$ cat config.mk
export PLATFORM = sky130hd
export DESIGN_NAME = power_state_machine
export DESIGN_NICKNAME = d
export VERILOG_FILES = /design/src/verilog/power_state_machine.v
export VERILOG_INCLUDE_DIRS = /design/src /design/src/verilog
export SDC_FILE = /design/constraint.sdc
export NUM_CORES = 1
export LEC_CHECK = 0
export ABC_AREA = 1
export BUFFER_PORTS_ARGS = -buffer_cell sky130_fd_sc_hd__buf_2
export CAP_MARGIN = 5
export CORE_UTILIZATION = 39
export CTS_BUF_LIST = sky130_fd_sc_hd__clkbuf_2 sky130_fd_sc_hd__clkbuf_4 sky130_fd_sc_hd__clkbuf_8
export DETAILED_ROUTE_END_ITERATION = 8
export GPL_TIMING_DRIVEN = 0
export SLEW_MARGIN = 30
export SYNTH_ARGS = -nofsm -noshare
export SYNTH_HDL_FRONTEND = slang
export SYNTH_SLANG_ARGS = --single-unit
$ cat constraint.sdc
create_clock -name hclk -period 2.48 [get_ports hclk]
set_input_delay 0.248 -clock hclk [delete_from_list [all_inputs] [get_ports hclk]]
set_output_delay 0.248 -clock hclk [all_outputs]
set_load 0.005 [all_outputs]
$ cat src/verilog/pmic_psm_regs.vh
// Register offsets, fields, reset values and timing for the power state machine.
`ifndef PMIC_PSM_REGS_VH
`define PMIC_PSM_REGS_VH

// Register byte offsets on the bus.
`define OFS_CTRL            12'h000
`define OFS_STATUS          12'h004
`define OFS_LIMIT           12'h008
`define OFS_MIRROR          12'h00c

// Control register fields.
`define CTRL_LPO_BIT        0
`define CTRL_SWOFF_BIT      1
`define CTRL_OVEN_BIT       2
`define CTRL_STBYINV_BIT    3
`define CTRL_RESET          4'h0

// Limit register fields and reset value.
`define LIMIT_REG_LSB       0
`define LIMIT_WD_LSB        4
`define LIMIT_RESET         8'hff

// Fuse configuration word fields.
`define FUSE_EDGE_BIT       0
`define FUSE_BKUP_LSB       1
`define FUSE_BKUP_W         2

// Timing, in nanoseconds, and the clock period.
`define CLK_PERIOD_NS       50
`define SDWN_TIME_NS        500000
`define WDR_DELAY_NS        30000
`define HOLD_TIME_NS        4000000
`define OV_DBNC_NS          10000

`endif

$ cat src/verilog/power_state_machine.v
// Top-level power state machine with its AHB-Lite register slave.
`timescale 1ns/100ps
// Functional notes
// - After rail POR, load fuses to mirror; also functional regs if source pin says.
// - CRC fail on a fuse load sets trim or fuse load error flag.
// - No load errors: set backup supply from fuse bits, go quiet off.
// - Low power off select resets to 0 at undervoltage; then wait in quiet off.
// - Select at 1 and no event: move quiet off to ready off, wait.
// - Power-up events are ignored while any fuse load error is set.
// - Select 0, prototype off, no errors: event goes straight to power-up.
// - Level mode from ready off: power-on high plus supply, thermal, error checks.
// - Edge mode from ready off: power-on falling edge with the same checks.
// - Enter system-on when the power-up sequence releases the host reset.
// - Level mode: power-on low in system-on starts turn-off.
// - Edge mode: falling edge held low beyond hold time starts turn-off.
// - Software off request starts a shutdown timer; expiry starts turn-off.
// - Enabled overvoltage lasting past debounce gives a non-fault turn-off.
// - Fault timer, fault count at limit or thermal shutdown: fault power-down.
// - Power-up sequence failure goes straight to fault power-down.
// - Requested or protective power-down ends in quiet off.
// - Fault power-down ends in the fault transition state.
// - Fault transition bumps the system fault counter, then quiet off.
// - Undervoltage with a valid coin cell in quiet off or ready off enters the coin cell state.
// - In ready off with I/O supply present, mirror registers are bus accessible.
// - Ready off to power-up copies default configuration to functional regs.
// - Watchdog reset: back to system-on after delay, or fault path at limit.
// - Run and standby follow standby input XOR polarity invert bit.
`include "pmic_psm_regs.vh"

module power_state_machine #(
   parameter SDWN_CYC = (`SDWN_TIME_NS + `CLK_PERIOD_NS - 1) / `CLK_PERIOD_NS,
   parameter HOLD_CYC = (`HOLD_TIME_NS + `CLK_PERIOD_NS - 1) / `CLK_PERIOD_NS
) (
   // Clock and reset.
   input  wire        hclk,
   input  wire        hresetn,
   // AHB-Lite slave.
   input  wire        hsel,
   input  wire [11:0] haddr,
   input  wire [1:0]  htrans,
   input  wire        hwrite,
   input  wire [2:0]  hsize,
   input  wire        hready,
   input  wire [31:0] hwdata,
   output reg  [31:0] hrdata,
   output reg         hreadyout,
   output reg         hresp,
   // Supply and comparator status.
   input  wire        rails_por_ok,
   input  wire        vin_above_uv,
   input  wire        vin_overvoltage,
   input  wire        tj_over_tsd,
   input  wire        coin_cell_valid,
   input  wire        io_supply_ok,
   input  wire        fuse_source_select_pin,
   input  wire        prototype_config_enable,
   input  wire        self_test_error,
   // Host pins.
   input  wire        power_on_input,
   input  wire        standby_input,
   input  wire        wd_hard_reset,
   // Fuse loader.
   output reg         fuse_load_req,
   input  wire        fuse_load_done,
   input  wire        trim_crc_fail,
   input  wire        fuse_crc_fail,
   input  wire [31:0] fuse_cfg_word,
   output reg         func_load_req,
   output reg  [1:0]  backup_supply_cfg,
   // Sequencers and fault monitors.
   output reg         pup_req,
   input  wire        pup_done_reset_released,
   input  wire        pup_fail,
   output reg         pdn_req,
   input  wire        pdn_done,
   input  wire        fault_timer_expired,
   input  wire [3:0]  regulator_fault_count,
   // State view.
   output reg  [3:0]  psm_state,
   output reg         in_standby
);

   // State codes.
   localparam [3:0] ST_LOAD = 4'h0, ST_QOFF = 4'h1, ST_ROFF = 4'h2,
                    ST_PUP  = 4'h3, ST_RUN  = 4'h4, ST_STBY = 4'h5,
                    ST_WDR  = 4'h6, ST_PDN  = 4'h7, ST_PDF  = 4'h8,
                    ST_FTR  = 4'h9, ST_COIN = 4'ha, ST_WAIT = 4'hb;
   localparam [19:0] WDR_CYC =
      (`WDR_DELAY_NS + `CLK_PERIOD_NS - 1) / `CLK_PERIOD_NS;
   localparam [19:0] OV_CYC =
      (`OV_DBNC_NS + `CLK_PERIOD_NS - 1) / `CLK_PERIOD_NS;
   localparam [19:0] SDWN_C = SDWN_CYC[19:0];
   localparam [19:0] HOLD_C = HOLD_CYC[19:0];

   // Saturating counter step.
   function [19:0] count_up;
      input [19:0] c;
      begin
         count_up = (c == 20'hfffff) ? c : c + 20'h00001;
      end
   endfunction

   ////////////////////////////////////////////////////////////////////////
   // Input synchronisers.
   reg  [6:0] sync1_r;
   reg  [6:0] sync2_r;
   reg        pon_d_r;
   wire pon_s   = sync2_r[0];
   wire stby_s  = sync2_r[1];
   wire wd_s    = sync2_r[2];
   wire uv_ok   = sync2_r[3];
   wire ov_s    = sync2_r[4];
   wire tsd_s   = sync2_r[5];
   wire coin_s  = sync2_r[6];
   wire pon_fall = pon_d_r & ~pon_s;

   // Two flops per input; the first feeds only the second.
   always @(posedge hclk or negedge hresetn) begin
      if (!hresetn) begin
         sync1_r <= 7'h00;
         sync2_r <= 7'h00;
         pon_d_r <= 1'b0;
      end else begin
         sync1_r <= {coin_cell_valid, tj_over_tsd, vin_overvoltage,
                     vin_above_uv, wd_hard_reset, standby_input,
                     power_on_input};
         sync2_r <= sync1_r;
         pon_d_r <= pon_s;
      end
   end

   ////////////////////////////////////////////////////////////////////////
   // Registers and state.
   reg  [3:0]  state_r;
   reg  [3:0]  state_nxt;
   reg  [3:0]  ctrl_r;
   reg  [7:0]  limit_r;
   reg  [31:0] mirror_r;
   reg         edge_mode_r;
   reg         trim_err_r;
   reg         fuse_err_r;
   reg  [3:0]  sys_regulator_fault_count_r;
   reg  [3:0]  wd_cnt_r;
   reg  [19:0] wait_cnt_r;
   reg  [19:0] sdwn_cnt_r;
   reg  [19:0] hold_cnt_r;
   reg  [19:0] ov_cnt_r;
   reg         hold_arm_r;
   reg         load_busy_r;
   reg         ap_valid_r;
   reg         ap_write_r;
   reg  [11:0] ap_addr_r;

   wire lpo      = ctrl_r[`CTRL_LPO_BIT];
   wire sw_off   = ctrl_r[`CTRL_SWOFF_BIT];
   wire ov_en    = ctrl_r[`CTRL_OVEN_BIT];
   wire stby_inv = ctrl_r[`CTRL_STBYINV_BIT];
   wire load_err = trim_err_r | fuse_err_r;
   wire any_err  = load_err | self_test_error;
   wire sys_on   = (state_r == ST_RUN) || (state_r == ST_STBY);
   wire mirror_ok = (state_r == ST_ROFF) && io_supply_ok;

   // Power-up event and its supply, thermal and error qualification.
   wire pwr_evt = edge_mode_r ? pon_fall : pon_s;
   wire qual    = uv_ok & ~(ov_s & ov_en) & ~tsd_s & ~any_err;

   // Turn-off causes within system-on.
   wire reg_fault = fault_timer_expired | tsd_s |
      (regulator_fault_count == limit_r[`LIMIT_REG_LSB +: 4]);
   wire req_off = edge_mode_r ? (hold_arm_r && hold_cnt_r > HOLD_C)
                              : ~pon_s;
   wire swoff_exp = sw_off && sdwn_cnt_r >= SDWN_C;
   wire ov_exp    = ov_en && ov_cnt_r > OV_CYC;
   wire want_stby = stby_s ^ stby_inv;

   ////////////////////////////////////////////////////////////////////////
   // Next-state logic.
   always @* begin
      state_nxt = state_r;
      case (state_r)
         ST_WAIT: begin
            if (rails_por_ok)
               state_nxt = ST_LOAD;
         end
         ST_LOAD: begin
            if (fuse_load_done)
               state_nxt = ST_QOFF;
         end
         ST_QOFF: begin
            if (!uv_ok && coin_s)
               state_nxt = ST_COIN;
            else if (load_err)
               state_nxt = ST_QOFF;
            else if (!lpo && !prototype_config_enable && pwr_evt && qual)
               state_nxt = ST_PUP;
            else if (lpo || prototype_config_enable)
               state_nxt = ST_ROFF;
         end
         ST_ROFF: begin
            if (!uv_ok && coin_s)
               state_nxt = ST_COIN;
            else if (load_err)
               state_nxt = ST_ROFF;
            else if (!lpo && !prototype_config_enable)
               state_nxt = ST_QOFF;
            else if (pwr_evt && qual)
               state_nxt = ST_PUP;
         end
         ST_COIN: begin
            if (uv_ok)
               state_nxt = ST_QOFF;
         end
         ST_PUP: begin
            if (pup_fail)
               state_nxt = ST_PDF;
            else if (pup_done_reset_released)
               state_nxt = ST_RUN;
         end
         ST_RUN, ST_STBY: begin
            if (reg_fault)
               state_nxt = ST_PDF;
            else if (wd_s)
               state_nxt = ST_WDR;
            else if (req_off || swoff_exp || ov_exp)
               state_nxt = ST_PDN;
            else if (want_stby)
               state_nxt = ST_STBY;
            else
               state_nxt = ST_RUN;
         end
         ST_WDR: begin
            if (wd_cnt_r == limit_r[`LIMIT_WD_LSB +: 4])
               state_nxt = ST_PDF;
            else if (wait_cnt_r >= WDR_CYC)
               state_nxt = ST_RUN;
         end
         ST_PDN: begin
            if (pdn_done)
               state_nxt = ST_QOFF;
         end
         ST_PDF: begin
            if (pdn_done)
               state_nxt = ST_FTR;
         end
         ST_FTR: begin
            state_nxt = ST_QOFF;
         end
         default: begin
            state_nxt = ST_WAIT;
         end
      endcase
   end

   ////////////////////////////////////////////////////////////////////////
   // State register, request pulses, counters and timers.
   always @(posedge hclk or negedge hresetn) begin
      if (!hresetn) begin
         state_r           <= ST_WAIT;
         psm_state         <= ST_WAIT;
         in_standby        <= 1'b0;
         pup_req           <= 1'b0;
         pdn_req           <= 1'b0;
         fuse_load_req     <= 1'b0;
         func_load_req     <= 1'b0;
         backup_supply_cfg <= 2'h0;
         mirror_r          <= 32'h00000000;
         edge_mode_r       <= 1'b0;
         trim_err_r        <= 1'b0;
         fuse_err_r        <= 1'b0;
         load_busy_r       <= 1'b0;
         sys_regulator_fault_count_r   <= 4'h0;
         wd_cnt_r          <= 4'h0;
         wait_cnt_r        <= 20'h00000;
         sdwn_cnt_r        <= 20'h00000;
         hold_cnt_r        <= 20'h00000;
         ov_cnt_r          <= 20'h00000;
         hold_arm_r        <= 1'b0;
      end else begin
         state_r    <= state_nxt;
         psm_state  <= state_nxt;
         in_standby <= (state_nxt == ST_STBY);
         // One-cycle requests on entry to a sequencer state.
         pup_req <= (state_nxt == ST_PUP) && (state_r != ST_PUP);
         pdn_req <= (state_nxt != state_r) &&
                    (state_nxt == ST_PDN || state_nxt == ST_PDF);
         fuse_load_req <= (state_nxt == ST_LOAD) && (state_r != ST_LOAD);
         func_load_req <= 1'b0;
         // Fuse load result into the mirror and error flags.
         if (state_r == ST_LOAD && fuse_load_done) begin
            mirror_r    <= fuse_cfg_word;
            edge_mode_r <= fuse_cfg_word[`FUSE_EDGE_BIT];
            trim_err_r  <= trim_crc_fail;
            fuse_err_r  <= fuse_crc_fail;
            func_load_req <= fuse_source_select_pin;
            if (!trim_crc_fail && !fuse_crc_fail)
               backup_supply_cfg <=
                  fuse_cfg_word[`FUSE_BKUP_LSB +: `FUSE_BKUP_W];
         end else if (mirror_ok && ap_valid_r && ap_write_r &&
                      ap_addr_r == `OFS_MIRROR) begin
            mirror_r <= hwdata;
         end
         // Defaults copied on every entry to power-up, from quiet off or ready off.
         if (state_nxt == ST_PUP && state_r != ST_PUP)
            func_load_req <= 1'b1;
         load_busy_r <= (state_r == ST_LOAD);
         // Fault transition bumps the system fault counter.
         if (state_r == ST_FTR && sys_regulator_fault_count_r != 4'hf)
            sys_regulator_fault_count_r <= sys_regulator_fault_count_r + 4'h1;
         // Watchdog event counter and delay in the reset state.
         if (state_nxt == ST_WDR && state_r != ST_WDR)
            wd_cnt_r <= wd_cnt_r + 4'h1;
         if (state_r == ST_WDR)
            wait_cnt_r <= count_up(wait_cnt_r);
         else
            wait_cnt_r <= 20'h00000;
         // Shutdown timer from the software off request.
         if (sys_on && sw_off)
            sdwn_cnt_r <= count_up(sdwn_cnt_r);
         else
            sdwn_cnt_r <= 20'h00000;
         // Overvoltage debounce.
         if (sys_on && ov_s)
            ov_cnt_r <= count_up(ov_cnt_r);
         else
            ov_cnt_r <= 20'h00000;
         // Edge-mode turn-off hold: armed by a fall, cleared by a rise.
         if (!sys_on || pon_s) begin
            hold_arm_r <= 1'b0;
            hold_cnt_r <= 20'h00000;
         end else if (pon_fall) begin
            hold_arm_r <= 1'b1;
            hold_cnt_r <= 20'h00001;
         end else if (hold_arm_r) begin
            hold_cnt_r <= count_up(hold_cnt_r);
         end
      end
   end

   ////////////////////////////////////////////////////////////////////////
   // AHB-Lite slave: address phase capture and read data.
   wire ap_take = hsel & htrans[1] & hready;

   // Read data is formed at the address phase and stands in the data phase.
   function [31:0] read_mux;
      input [11:0] a;
      begin
         case (a)
            `OFS_CTRL:   read_mux = {28'h0000000, ctrl_r};
            `OFS_STATUS: read_mux = {16'h0000, wd_cnt_r, sys_regulator_fault_count_r,
                                     1'b0, self_test_error, fuse_err_r,
                                     trim_err_r, state_r};
            `OFS_LIMIT:  read_mux = {24'h000000, limit_r};
            `OFS_MIRROR: read_mux = mirror_ok ? mirror_r : 32'h00000000;
            default:     read_mux = 32'h00000000;
         endcase
      end
   endfunction

   always @(posedge hclk or negedge hresetn) begin
      if (!hresetn) begin
         ap_valid_r <= 1'b0;
         ap_write_r <= 1'b0;
         ap_addr_r  <= 12'h000;
         hrdata     <= 32'h00000000;
         hreadyout  <= 1'b1;
         hresp      <= 1'b0;
      end else begin
         hreadyout  <= 1'b1;
         hresp      <= 1'b0;
         ap_valid_r <= ap_take;
         if (ap_take) begin
            ap_write_r <= hwrite;
            ap_addr_r  <= {haddr[11:2], 2'b00};
            hrdata     <= hwrite ? 32'h00000000
                                 : read_mux({haddr[11:2], 2'b00});
         end
      end
   end

   // Register writes land in the data phase.
   wire dp_wr = ap_valid_r & ap_write_r;

   always @(posedge hclk or negedge hresetn) begin
      if (!hresetn) begin
         ctrl_r  <= `CTRL_RESET;
         limit_r <= `LIMIT_RESET;
      end else begin
         if (dp_wr && ap_addr_r == `OFS_CTRL)
            ctrl_r <= hwdata[3:0];
         else if (state_r == ST_PDN || state_r == ST_PDF)
            ctrl_r[`CTRL_SWOFF_BIT] <= 1'b0;
         if (!uv_ok)
            ctrl_r[`CTRL_LPO_BIT] <= 1'b0;
         if (dp_wr && ap_addr_r == `OFS_LIMIT)
            limit_r <= hwdata[7:0];
      end
   end

endmodule // power_state_machine

# == Word-level counts from Yosys, hierarchy flattened ==
# Cells that the tools add are included.
# classes
addsub,6
magnitude_cmp,4
n_eq_ne,36
muxes,47
n_bitwise,17
n_reduce_logical,48
# op_table
cell,n
two-way mux 20 bit,10
two-way mux 32 bit,4
case mux 32 bit (4 select lines),1
"adder 20 x 1 -> 20 bit, second input constant",4
"equality test 20 bit, second input constant",4
two-way mux 4 bit,18
case mux 4 bit (11 select lines),1
"equality test 10 x 2 -> 1 bit, second input constant",4
"equality test 4 x 3 -> 1 bit, second input constant",7
logical AND 1 bit,23
"equality test 4 bit, second input constant",5
"greater-or-equal comparator 20 x 10 -> 1 bit, second input constant",1
"greater-or-equal comparator 20 x 14 -> 1 bit, second input constant",1
"> comparator 20 x 17 -> 1 bit, second input constant",1
"> comparator 20 x 8 -> 1 bit, second input constant",1
"equality test 4 x 2 -> 1 bit, second input constant",3
logical NOT 12 bit,1
two-way mux 1 bit,11
"equality test 10 x 1 -> 1 bit, second input constant",1
logical NOT 10 bit,1
"adder 4 x 1 -> 4 bit, second input constant",2
bitwise AND 1 bit,8
equality test 4 bit,2
logical NOT 4 bit,2
other kinds (19),42
# totals
ff_bits,206
output_inout_bits,45
word_cells,187

# == Depth between registers and ports, before layout ==
# Gate-level depths: netlist of run 1.
# depth
depth_word,14
mapped_depth,17
ltp_nobuf,17

# == Least setup slack after synthesis of run 1 ==
# Ideal clock, no wire load.
# synth_timing
path_kind,reg2reg
start,reg hold_cnt_r[0]
end,reg hold_cnt_r[4]
setup_time_ns,0.119
arrival_time_ns,1.813
required_time_ns,2.361
path_slack_ns,0.548
path_stages_with_launch,14
path_buffers,1
period_less_slack_ns,1.932
cell_sequence,dfrtp_1 ha_1 nand2_1 nor2_2 nand3_2 nor2_4 nand3_2 o31ai_4 inv_4 nor2_8 inv_2 buf_6 nand2_1 o21ai_2
# synth_via
elab_chain_cells,5
elab_cells_between_ends,8
# synth_lines
item,line_no,source
start: declaration,power_state_machine.v:146,reg [19:0] hold_cnt_r;
start signal: assignment,power_state_machine.v:334,hold_cnt_r <= count_up(hold_cnt_r);
adder 20 x 1 -> 20 bit,power_state_machine.v:99,count_up = (c == 20'hfffff) ? c : c + 20'h00001;
two-way mux 20 bit,power_state_machine.v:99,
two-way mux 20 bit,power_state_machine.v:333,end else if (hold_arm_r) begin
two-way mux 20 bit,power_state_machine.v:330,end else if (pon_fall) begin
two-way mux 20 bit,power_state_machine.v:327,if (!sys_on || pon_s) begin
# Several ways; a longest one is shown, not always the timed one. The select of a mux whose other input is x is not followed.
# A chain may end at the register's enable or synchronous reset.

# == Worst setup path in the final report of run 1 ==
# layout_timing
start,reg state_r[0]
end,reg mirror_r[0]
# layout_via
elab_chain_cells,6
elab_cells_between_ends,9
# layout_lines
item,line_no,source
start: declaration,power_state_machine.v:134,reg [3:0] state_r;
start signal: assignment,power_state_machine.v:279,state_r <= state_nxt;
equality test 4 x 2 -> 1 bit,power_state_machine.v:161,wire mirror_ok = (state_r == ST_ROFF) && io_supply_ok;
logical AND 1 bit,power_state_machine.v:161,
logical AND 1 bit (2 in a row),power_state_machine.v:298,end else if (mirror_ok && ap_valid_r && ap_write_r &&
logical AND 1 bit (no line),-,
nonzero test 2 bit (no line),-,
end signal: assignment,power_state_machine.v:290,mirror_r <= fuse_cfg_word;
end signal: assignment,power_state_machine.v:300,mirror_r <= hwdata;
end: declaration,power_state_machine.v:138,reg [31:0] mirror_r;
# Several ways; a longest one is shown, not always the timed one.

==> summary.txt, run 1 <==
Flow run
  – Max cap viols: 0

Synthesis
  – Yosys cell types: 55
  – Main synth FF type: dfrtp_1
  – Synth Area in Compound Gates: 13.1%
  – Share of the synthesized area in the top cell type: 46.3%
  – XOR/XNOR Fraction of Synth Area: between 1.5 and 2%
  – Post-synthesis mux area share: 0.748%
  – Post-Syn Nets: 1455
  – Simple-Gate Fraction of Synth Area: roughly a quarter
  – Syn Area/Cell: roughly 7.9 sq um
  – YS warnings: 0
  – Synth Cell Area: between 10000 and 15000 sq um
  – Register area share after synthesis: 49.0%
  – Post-synth EDFFs: 0
  – Dominant cell type by area after synthesis: dfrtp_1
  – Main combinational cell family by area after synthesis: simple AND/OR/NAND/NOR gates
  – Synth async-reset ratio: between 90% and 100%
  – Synthesized-area fraction occupied by adder cells: around 1.2%
  – Synth top area cells: dfrtp_1 46%, nand2_1 11%, inv_1 6.1%
  – #FFs+latches synth: a little over 200
  – Synthesized instance count: 1336

Global routing
  – First-pass GRT wire length: 49400 um
  – Vias in the first global route: 9877
  – Largest net degree at the start of global routing: 74
  – Met1 Use GR: a little under 30%
  – Met2 usage: between 30% and 40%
  – Congestion Overflow GR: 0
  – GRT busiest layer: met2
  – Initial antenna violation count: 1
  – Total track usage: 22.2%
  – Grt met3 use: under 10%

Timing
  – Min Hold Slack: about 11 ps
  – Slew Limit Fails: 0
  – Relative slew margins: between 50% and 60%
  – Final setup viols: 0
  – Fmax: around 440 MHz
  – RSZ-0062 raised after global routing: no
  – Layout Skew: between 30 and 40 ps
  – Final hold vios: 0
  – Final min period: between 2000 and 2500 ps
  – Slew @ Worst Pin: between 600 and 700 ps
  – Final period util: 92.2%

Clock tree
  – H-tree depth: 2
  – Max Buffers Root-to-Sink: 3
  – CTS clk-pin slew, worst paths: around 60 ps
  – Inserted Clock Buffers: 37
  – CTS tree: built
  – Clock root buffer: clkbuf_8
  – Clk_lat worst skew: roughly 540 ps
  – Clk sinks: a little over 200

Status
  – Status: complete, but fails checks
  – Failing checks: DRC

Detailed routing
  – DRT antenna net count: 0
  – Post-DR wirelength/cell: 15.4 um
  – Via-to-Cell Ratio: 5.06
  – Final WL: between 30000 and 40000 um
  – 1st-pass router iterations: 8
  – DRC Markers: 4
  – Initial drt markers: approximately 700
  – Routed via count: ~10000

Setup path
  – Critical-path top delay cell: buf_1
  – Required @ worst endpoint: about 2900 ps
  – Crit Path Category: reg -> reg
  – Worst Setup Start Kind: flip-flop
  – Setup crit end kind: flip-flop
  – Worst path cell trace: nor2_1 > nand3_4 > buf_12 > inv_2 > buf_1 > nand2_1 > o311ai_0
  – Worst EP arrival: 2710 ps
  – Worst Path Max Fanout: 10
  – CP peak stage delay: about 540 ps

Layout
  – FILL cells: approximately 2500
  – P&R area growth vs syn: 28.0%
  – Post-route cell area: 13500 sq um
  – Share of cells above drive strength 1: 17.8%
  – ANT cells: 0
  – Nets: about 1700

Pwr
  – Lkg Pwr: roughly 0.0063 uW
  – Max VDD drop: 0.521 mV
  – Pwr Density: around 700 nW/um^2

Floorplanning
  – Die area: 27700 sq um
  – Initial Utilization: 40.1%
  – Core Region: between 20000 and 30000 sq um
  – IO Count: 154
  – Row cnt: 59
  – Die Height: 166 um
  – Die width: ~170 um

Place
  – PortBufs: 145
  – Gpl congestion: between 0.8 and 0.9
  – Post-Place Cell Area: between 10000 and 15000 sq um
  – Post-detail-place hpwl: around 21000 um

Worst hold path
  – Hold crit path type: in -> reg
==> cell usage after synthesis (13+ instances only) <==
cell	n
nor3_1	54
nor2_1	146
inv_1	171
nand3_1	69
a21oi_1	45
xor2_1	13
dfrtp_1	195
o21ai_0	108
nand4_1	18
nand2_1	318
a31oi_1	37
clkbuf_1	19
==> power breakdown <==
part | total [uW] | internal [uW] | switching, uW | leakage, uW
clock | 3320 | 1900 | 1410 | 0.000412
sequential | 4190 | 3850 | 334 | 0.00267
combinational | 2090 | 817 | 1270 | 0.00321
==> layout by cell type, fill, tap and decap left out, drive strengths merged, types with 7 or more instances in the layout <==
cell	synthesis	final
nand2	321	321
dfrtp	195	195
inv	179	180
buf	10	159
nor2	154	154
o21ai	113	113
clkbuf	19	85
dlygate4sd3	0	83
nand3	72	72
nor3	55	55
a21oi	45	45
a31oi	37	37
nand4	19	19
xor2	13	13
dfstp	11	11
nor4	11	11
xnor2	10	10
ha	10	10
a32oi	9	9
mux2	7	7
==> final cells by class <==
cell class              count  area, sq um  area share [%]
flip-flops and latches    206         5170            38.3
multi-input cells         921         4610            34.2
repair buffers            236         1680            12.5
clock buffers              62          747            5.54
inverters                 180          678            5.03
well taps                 335          419            3.11
plain buffers              29          148            1.09
clock inverters             4         31.3           0.232
==> path summary, 6_finish.rpt <==
check / slack (ps) / from / to / cells past startpoint
setup / recovery: 190 / state_r[0] / mirror_r[0] / 7
hold / removal: 10 / fuse_cfg_word[3] / mirror_r[3] / 3
setup reg to reg: 190 / state_r[0] / mirror_r[0] / 7
hold reg to reg: 350 / sync1_r[3] / sync2_r[3] / 0
max in group asynchronous: 1370 / hresetn / limit_r[6] / 3
min in group asynchronous: 310 / hresetn / sync1_r[4] / 2
==> stage by stage <==
stage / TNS [ps] / total power (uW) / worst slack, ps / utilization [%] / std cells
after detailed placement: -265 / 6110 / -52.3 / 44.7 / 1818
after global routing: 0 / 10200 / 12.7 / 51.3 / 1973
final: 0 / 9590 / 193 / 51.3 / 1973
after CTS: 0 / 9580 / 18.0 / 50.9 / 1967
after global placement: -490340 / 6050 / -2480 / 44.5 / 1816
after floorplan: 0 / 5380 / 548 / - / 1336
==> state kept, by name, summed over array words and instances, names as in the netlist, 2 cells and up <==
name	count
ap_addr_r	10
backup_supply_cfg	2
ctrl_r	4
hold_cnt_r	20
hrdata	32
limit_r	8
mirror_r	32
ov_cnt_r	20
sdwn_cnt_r	20
state_r	4
sync1_r	7
sync2_r	7
sys_regulator_fault_count_r	4
wait_cnt_r	20
wd_cnt_r	4
==> cell families after synthesis <==
| logic type | Yosys count |
|---|---|
| AO/OA/AOI/OAI | 235 |
| XOR/XNOR | 23 |
| adder cells (fa/ha/maj) | 10 |
| buffers and inverters | 209 |
| flip-flops | 206 |
| multiplexers | 7 |
| other | 2 |
| AND/OR/NAND/NOR | 644 |
==> routing by layer <==
metal | vias to the layer above | routed length, um
li1 | 4949 | -
met1 | 4659 | 13900
met2 | 304 | 14000
met3 | 66 | 1610
met4 | 2 | 833
met5 | - | 12
==> critical path: cells and delay by family, from the launching register on <==
| kind | cells | cell delay, ps |
|---|---|---|
| flops | 1 | 420 |
| compound gates | 1 | 170 |
| buf+inv | 3 | 870 |
| simple gates | 3 | 720 |
==> repair_timing <==
action / in CTS / in global routing
hold endpoints to repair: 134 / 0
endpoints found under the setup margin: 20 / 80
hold buffers: 83 / 0
setup buffers: 0 / 6
gates resized for setup: 2 / 21
pin swaps: 0 / 2
(Power assumes the default switching activity.)
==> run 2, diff against run 1 <==
--- a/config.mk
+++ b/config.mk
@@ -7,7 +7,7 @@
 export NUM_CORES = 1
 export LEC_CHECK = 0
 export ABC_AREA = 1
-export BUFFER_PORTS_ARGS = -buffer_cell sky130_fd_sc_hd__buf_2
+export BUFFER_PORTS_ARGS = -buffer_cell sky130_fd_sc_hd__buf_4
 export CAP_MARGIN = 5
 export CORE_UTILIZATION = 39
 export CTS_BUF_LIST = sky130_fd_sc_hd__clkbuf_2 sky130_fd_sc_hd__clkbuf_4 sky130_fd_sc_hd__clkbuf_8
==> run 2 against run 1 <==
Total power increased by 3.4%. Utilization grew 1.5 points. Clock power up 7.8%. The run still ends with DRC left. Critical path type unchanged. Wire length fell by 1.9%. Die area stayed put.
==> summary.txt, run 2 (same netlist as run 1, synthesis figures left out) <==
Status
  – Status: complete, but fails checks
  – Failing checks: DRC

Global routing
  – Congestion Overflow GR: 0 (unchanged)
  – Initial antenna violation count: 0 (-1)
  – First-pass GRT wire length: 49000 um (-0.87%)
  – Largest net degree at the start of global routing: 79 (+6.8%)
  – Total track usage: 21.9% (-0.21 points)
  – Vias in the first global route: 9792 (-0.86%)

Clock tree
  – H-tree depth: 2 (unchanged)
  – CTS tree: built
  – CTS clk-pin slew, worst paths: 60 ps (about the same)
  – Clock root buffer: clkbuf_8
  – Inserted Clock Buffers: 37 (unchanged)
  – Clk_lat worst skew: 560 ps (+20 ps)
  – Clk sinks: 206 (unchanged)
  – Max Buffers Root-to-Sink: 3 (unchanged)

Setup path
  – Worst Setup Start Kind: flip-flop
  – Crit Path Category: reg -> reg
  – Required @ worst endpoint: 2920 ps (+20 ps)
  – CP peak stage delay: 440 ps (-100 ps)
  – Worst EP arrival: 2780 ps (+70 ps)
  – Setup crit end kind: flip-flop
  – Critical-path top delay cell: clkbuf_1
  – CP dominant cell by count: nor2_1
  – Worst path cell trace: inv_1 > nand2_2 > nor2_1 > inv_2 > nor2_1 > clkbuf_1 > o21ai_0 > a21oi_1
  – Worst Path Max Fanout: 10 (unchanged)

Detailed routing
  – DRT antenna net count: 0 (unchanged)
  – 1st-pass router iterations: 9 (+1)
  – Routed via count: 9881 (-0.99%)
  – Final WL: 29700 um (-1.9%)
  – Via-to-Cell Ratio: 5.01 (-0.99%)
  – Initial drt markers: 600 (-15%)
  – DRC Markers: 8 (+4)
  – Post-DR wirelength/cell: 15.1 um (-1.9%)

Floorplanning
  – IO Count: 154 (unchanged)
  – Die area: 27700 sq um (unchanged)
  – Initial Utilization: 40.1% (unchanged)
  – Row cnt: 59 (unchanged)
  – Die Height: 166 um (unchanged)
  – Die width: 166 um (unchanged)
  – Core Region: 26300 sq um (unchanged)

Layout
  – Nets: 1728 (-0.12%)
  – Most frequent cells in the layout: 316 x nand2_1, 194 x dfrtp_1, 171 x inv_1
  – FILL cells: 2545 (+0.16%)
  – P&R area growth vs syn: 31.8%
  – Share of cells above drive strength 1: 17.7% (-0.11 points)
  – Final Non-Filler Cells: 1973 (unchanged)
  – Top Registers: hrdata (32), mirror_r (32)
  – Most common cell after layout, fill and taps aside: nand2_1
  – Post-route cell area: 13900 sq um (+3.0%)

Place
  – Post-detail-place hpwl: 21700 um (+1.3%)
  – Placed Cells: 1818 (unchanged)
  – Post-Place Cell Area: 12100 sq um (+3.1%)
  – Gpl congestion: 0.882 (-1.4%)
  – PortBufs: 145 (unchanged)

Pwr
  – Pwr Density: 714 nW/um^2 (+0.43%)
  – Max VDD drop: 0.451 mV (-14%)
  – Final Power: 9920 uW (+3.4%)
  – Lkg Pwr: 0.00640 uW (+1.5%)

Timing
  – Slew Limit Fails: 0 (unchanged)
  – Relative slew margins: 57.5% (+1.5 points)
  – Min Hold Slack: 28.2 ps (+16.9 ps)
  – Final hold vios: 0 (unchanged)
  – Final setup viols: 0 (unchanged)
  – Final min period: 2340 ps (+49.4 ps)
  – Slew @ Worst Pin: 633 ps (-22.1 ps)
  – Final period util: 94.2% (+2.0 points)
  – Layout Skew: 33.6 ps (+1.34 ps)
  – Fmax: 428 MHz (-2.1%)

Worst hold path
  – Hold crit path type: in -> reg

Flow run
  – Max cap viols: 0 (unchanged)
==> run 2: changes by cell type in the layout (fill, tap and decap cells not counted), sizes merged <==
cell | before | now
dlygate4sd3 | 83 | 81
clkbuf | 85 | 80
clkinv | 2 | 4
diode | 0 | 1
buf | 159 | 161
bufinv | 0 | 2
==> run 2: final cells by class <==
cell class,count,area (sq um),share of cell area [%]
Timing Repair Buffer,234,2010,14.5
Clock inverter,8,101,0.730
Sequential cell,206,5170,37.2
Tap cell,335,419,3.02
Buffer,29,143,1.03
Antenna cell,1,2.50,0.0180
Multi-Input combinational cell,921,4620,33.2
Clock buffer,59,749,5.40
Inverter,180,678,4.88
==> run 2: worst max-delay path, delay by kind of cell, from the launching register on <==
kind                   cells  cell delay, ps
buffers and inverters      3             740
flip-flops                 1             410
AND/OR/NAND/NOR            3             740
AO/OA/AOI/OAI              2             350
==> run 2: worst paths after layout <==
| kind | startpoint | to | slack, ps | cells past startpoint |
|---|---|---|---|---|
| hold / removal | haddr[7] | ap_addr_r[7] | 30 | 3 |
| hold reg to reg | sync1_r[2] | sync2_r[2] | 350 | 0 |
| min in group asynchronous | hresetn | wait_cnt_r[0] | 250 | 2 |
| setup reg to reg | state_r[3] | sdwn_cnt_r[19] | 140 | 8 |
| max in group asynchronous | hresetn | limit_r[7] | 1460 | 3 |
| setup / recovery | state_r[3] | sdwn_cnt_r[19] | 140 | 8 |
==> run 2: timing repair <==
item | 4_1_cts | 5_1_grt
resized for setup | 1 | 17
pin swaps | 0 | 2
setup endpoints to repair | 26 | 67
buffers inserted | 0 | 6
hold buffers | 81 | 0
endpoints found under the hold margin | 116 | 0
==> run 2: routing by layer <==
metal,global-route usage (%),wire length [um]
met4,8.49,903
met1,29.3,13700
met3,4.27,1620
met5,0,0
met2,35.2,13500
==> run 2: power breakdown <==
group	internal [uW]	total, uW	leakage, uW	switching (uW)
sequential	3850	4190	0.00267	338
clock	2140	3580	0.000445	1450
combinational	875	2140	0.00328	1270
==> run 2: through the flow <==
step	utilization, %	setup TNS [ps]	worst slack [ps]
detailed placement	46.1	-838	-61.7
global placement	45.8	-73620	-403
global route	52.8	-1.13	-1.13
floorplan	-	0	548
finish	52.8	0	144
CTS	52.4	0	48.6
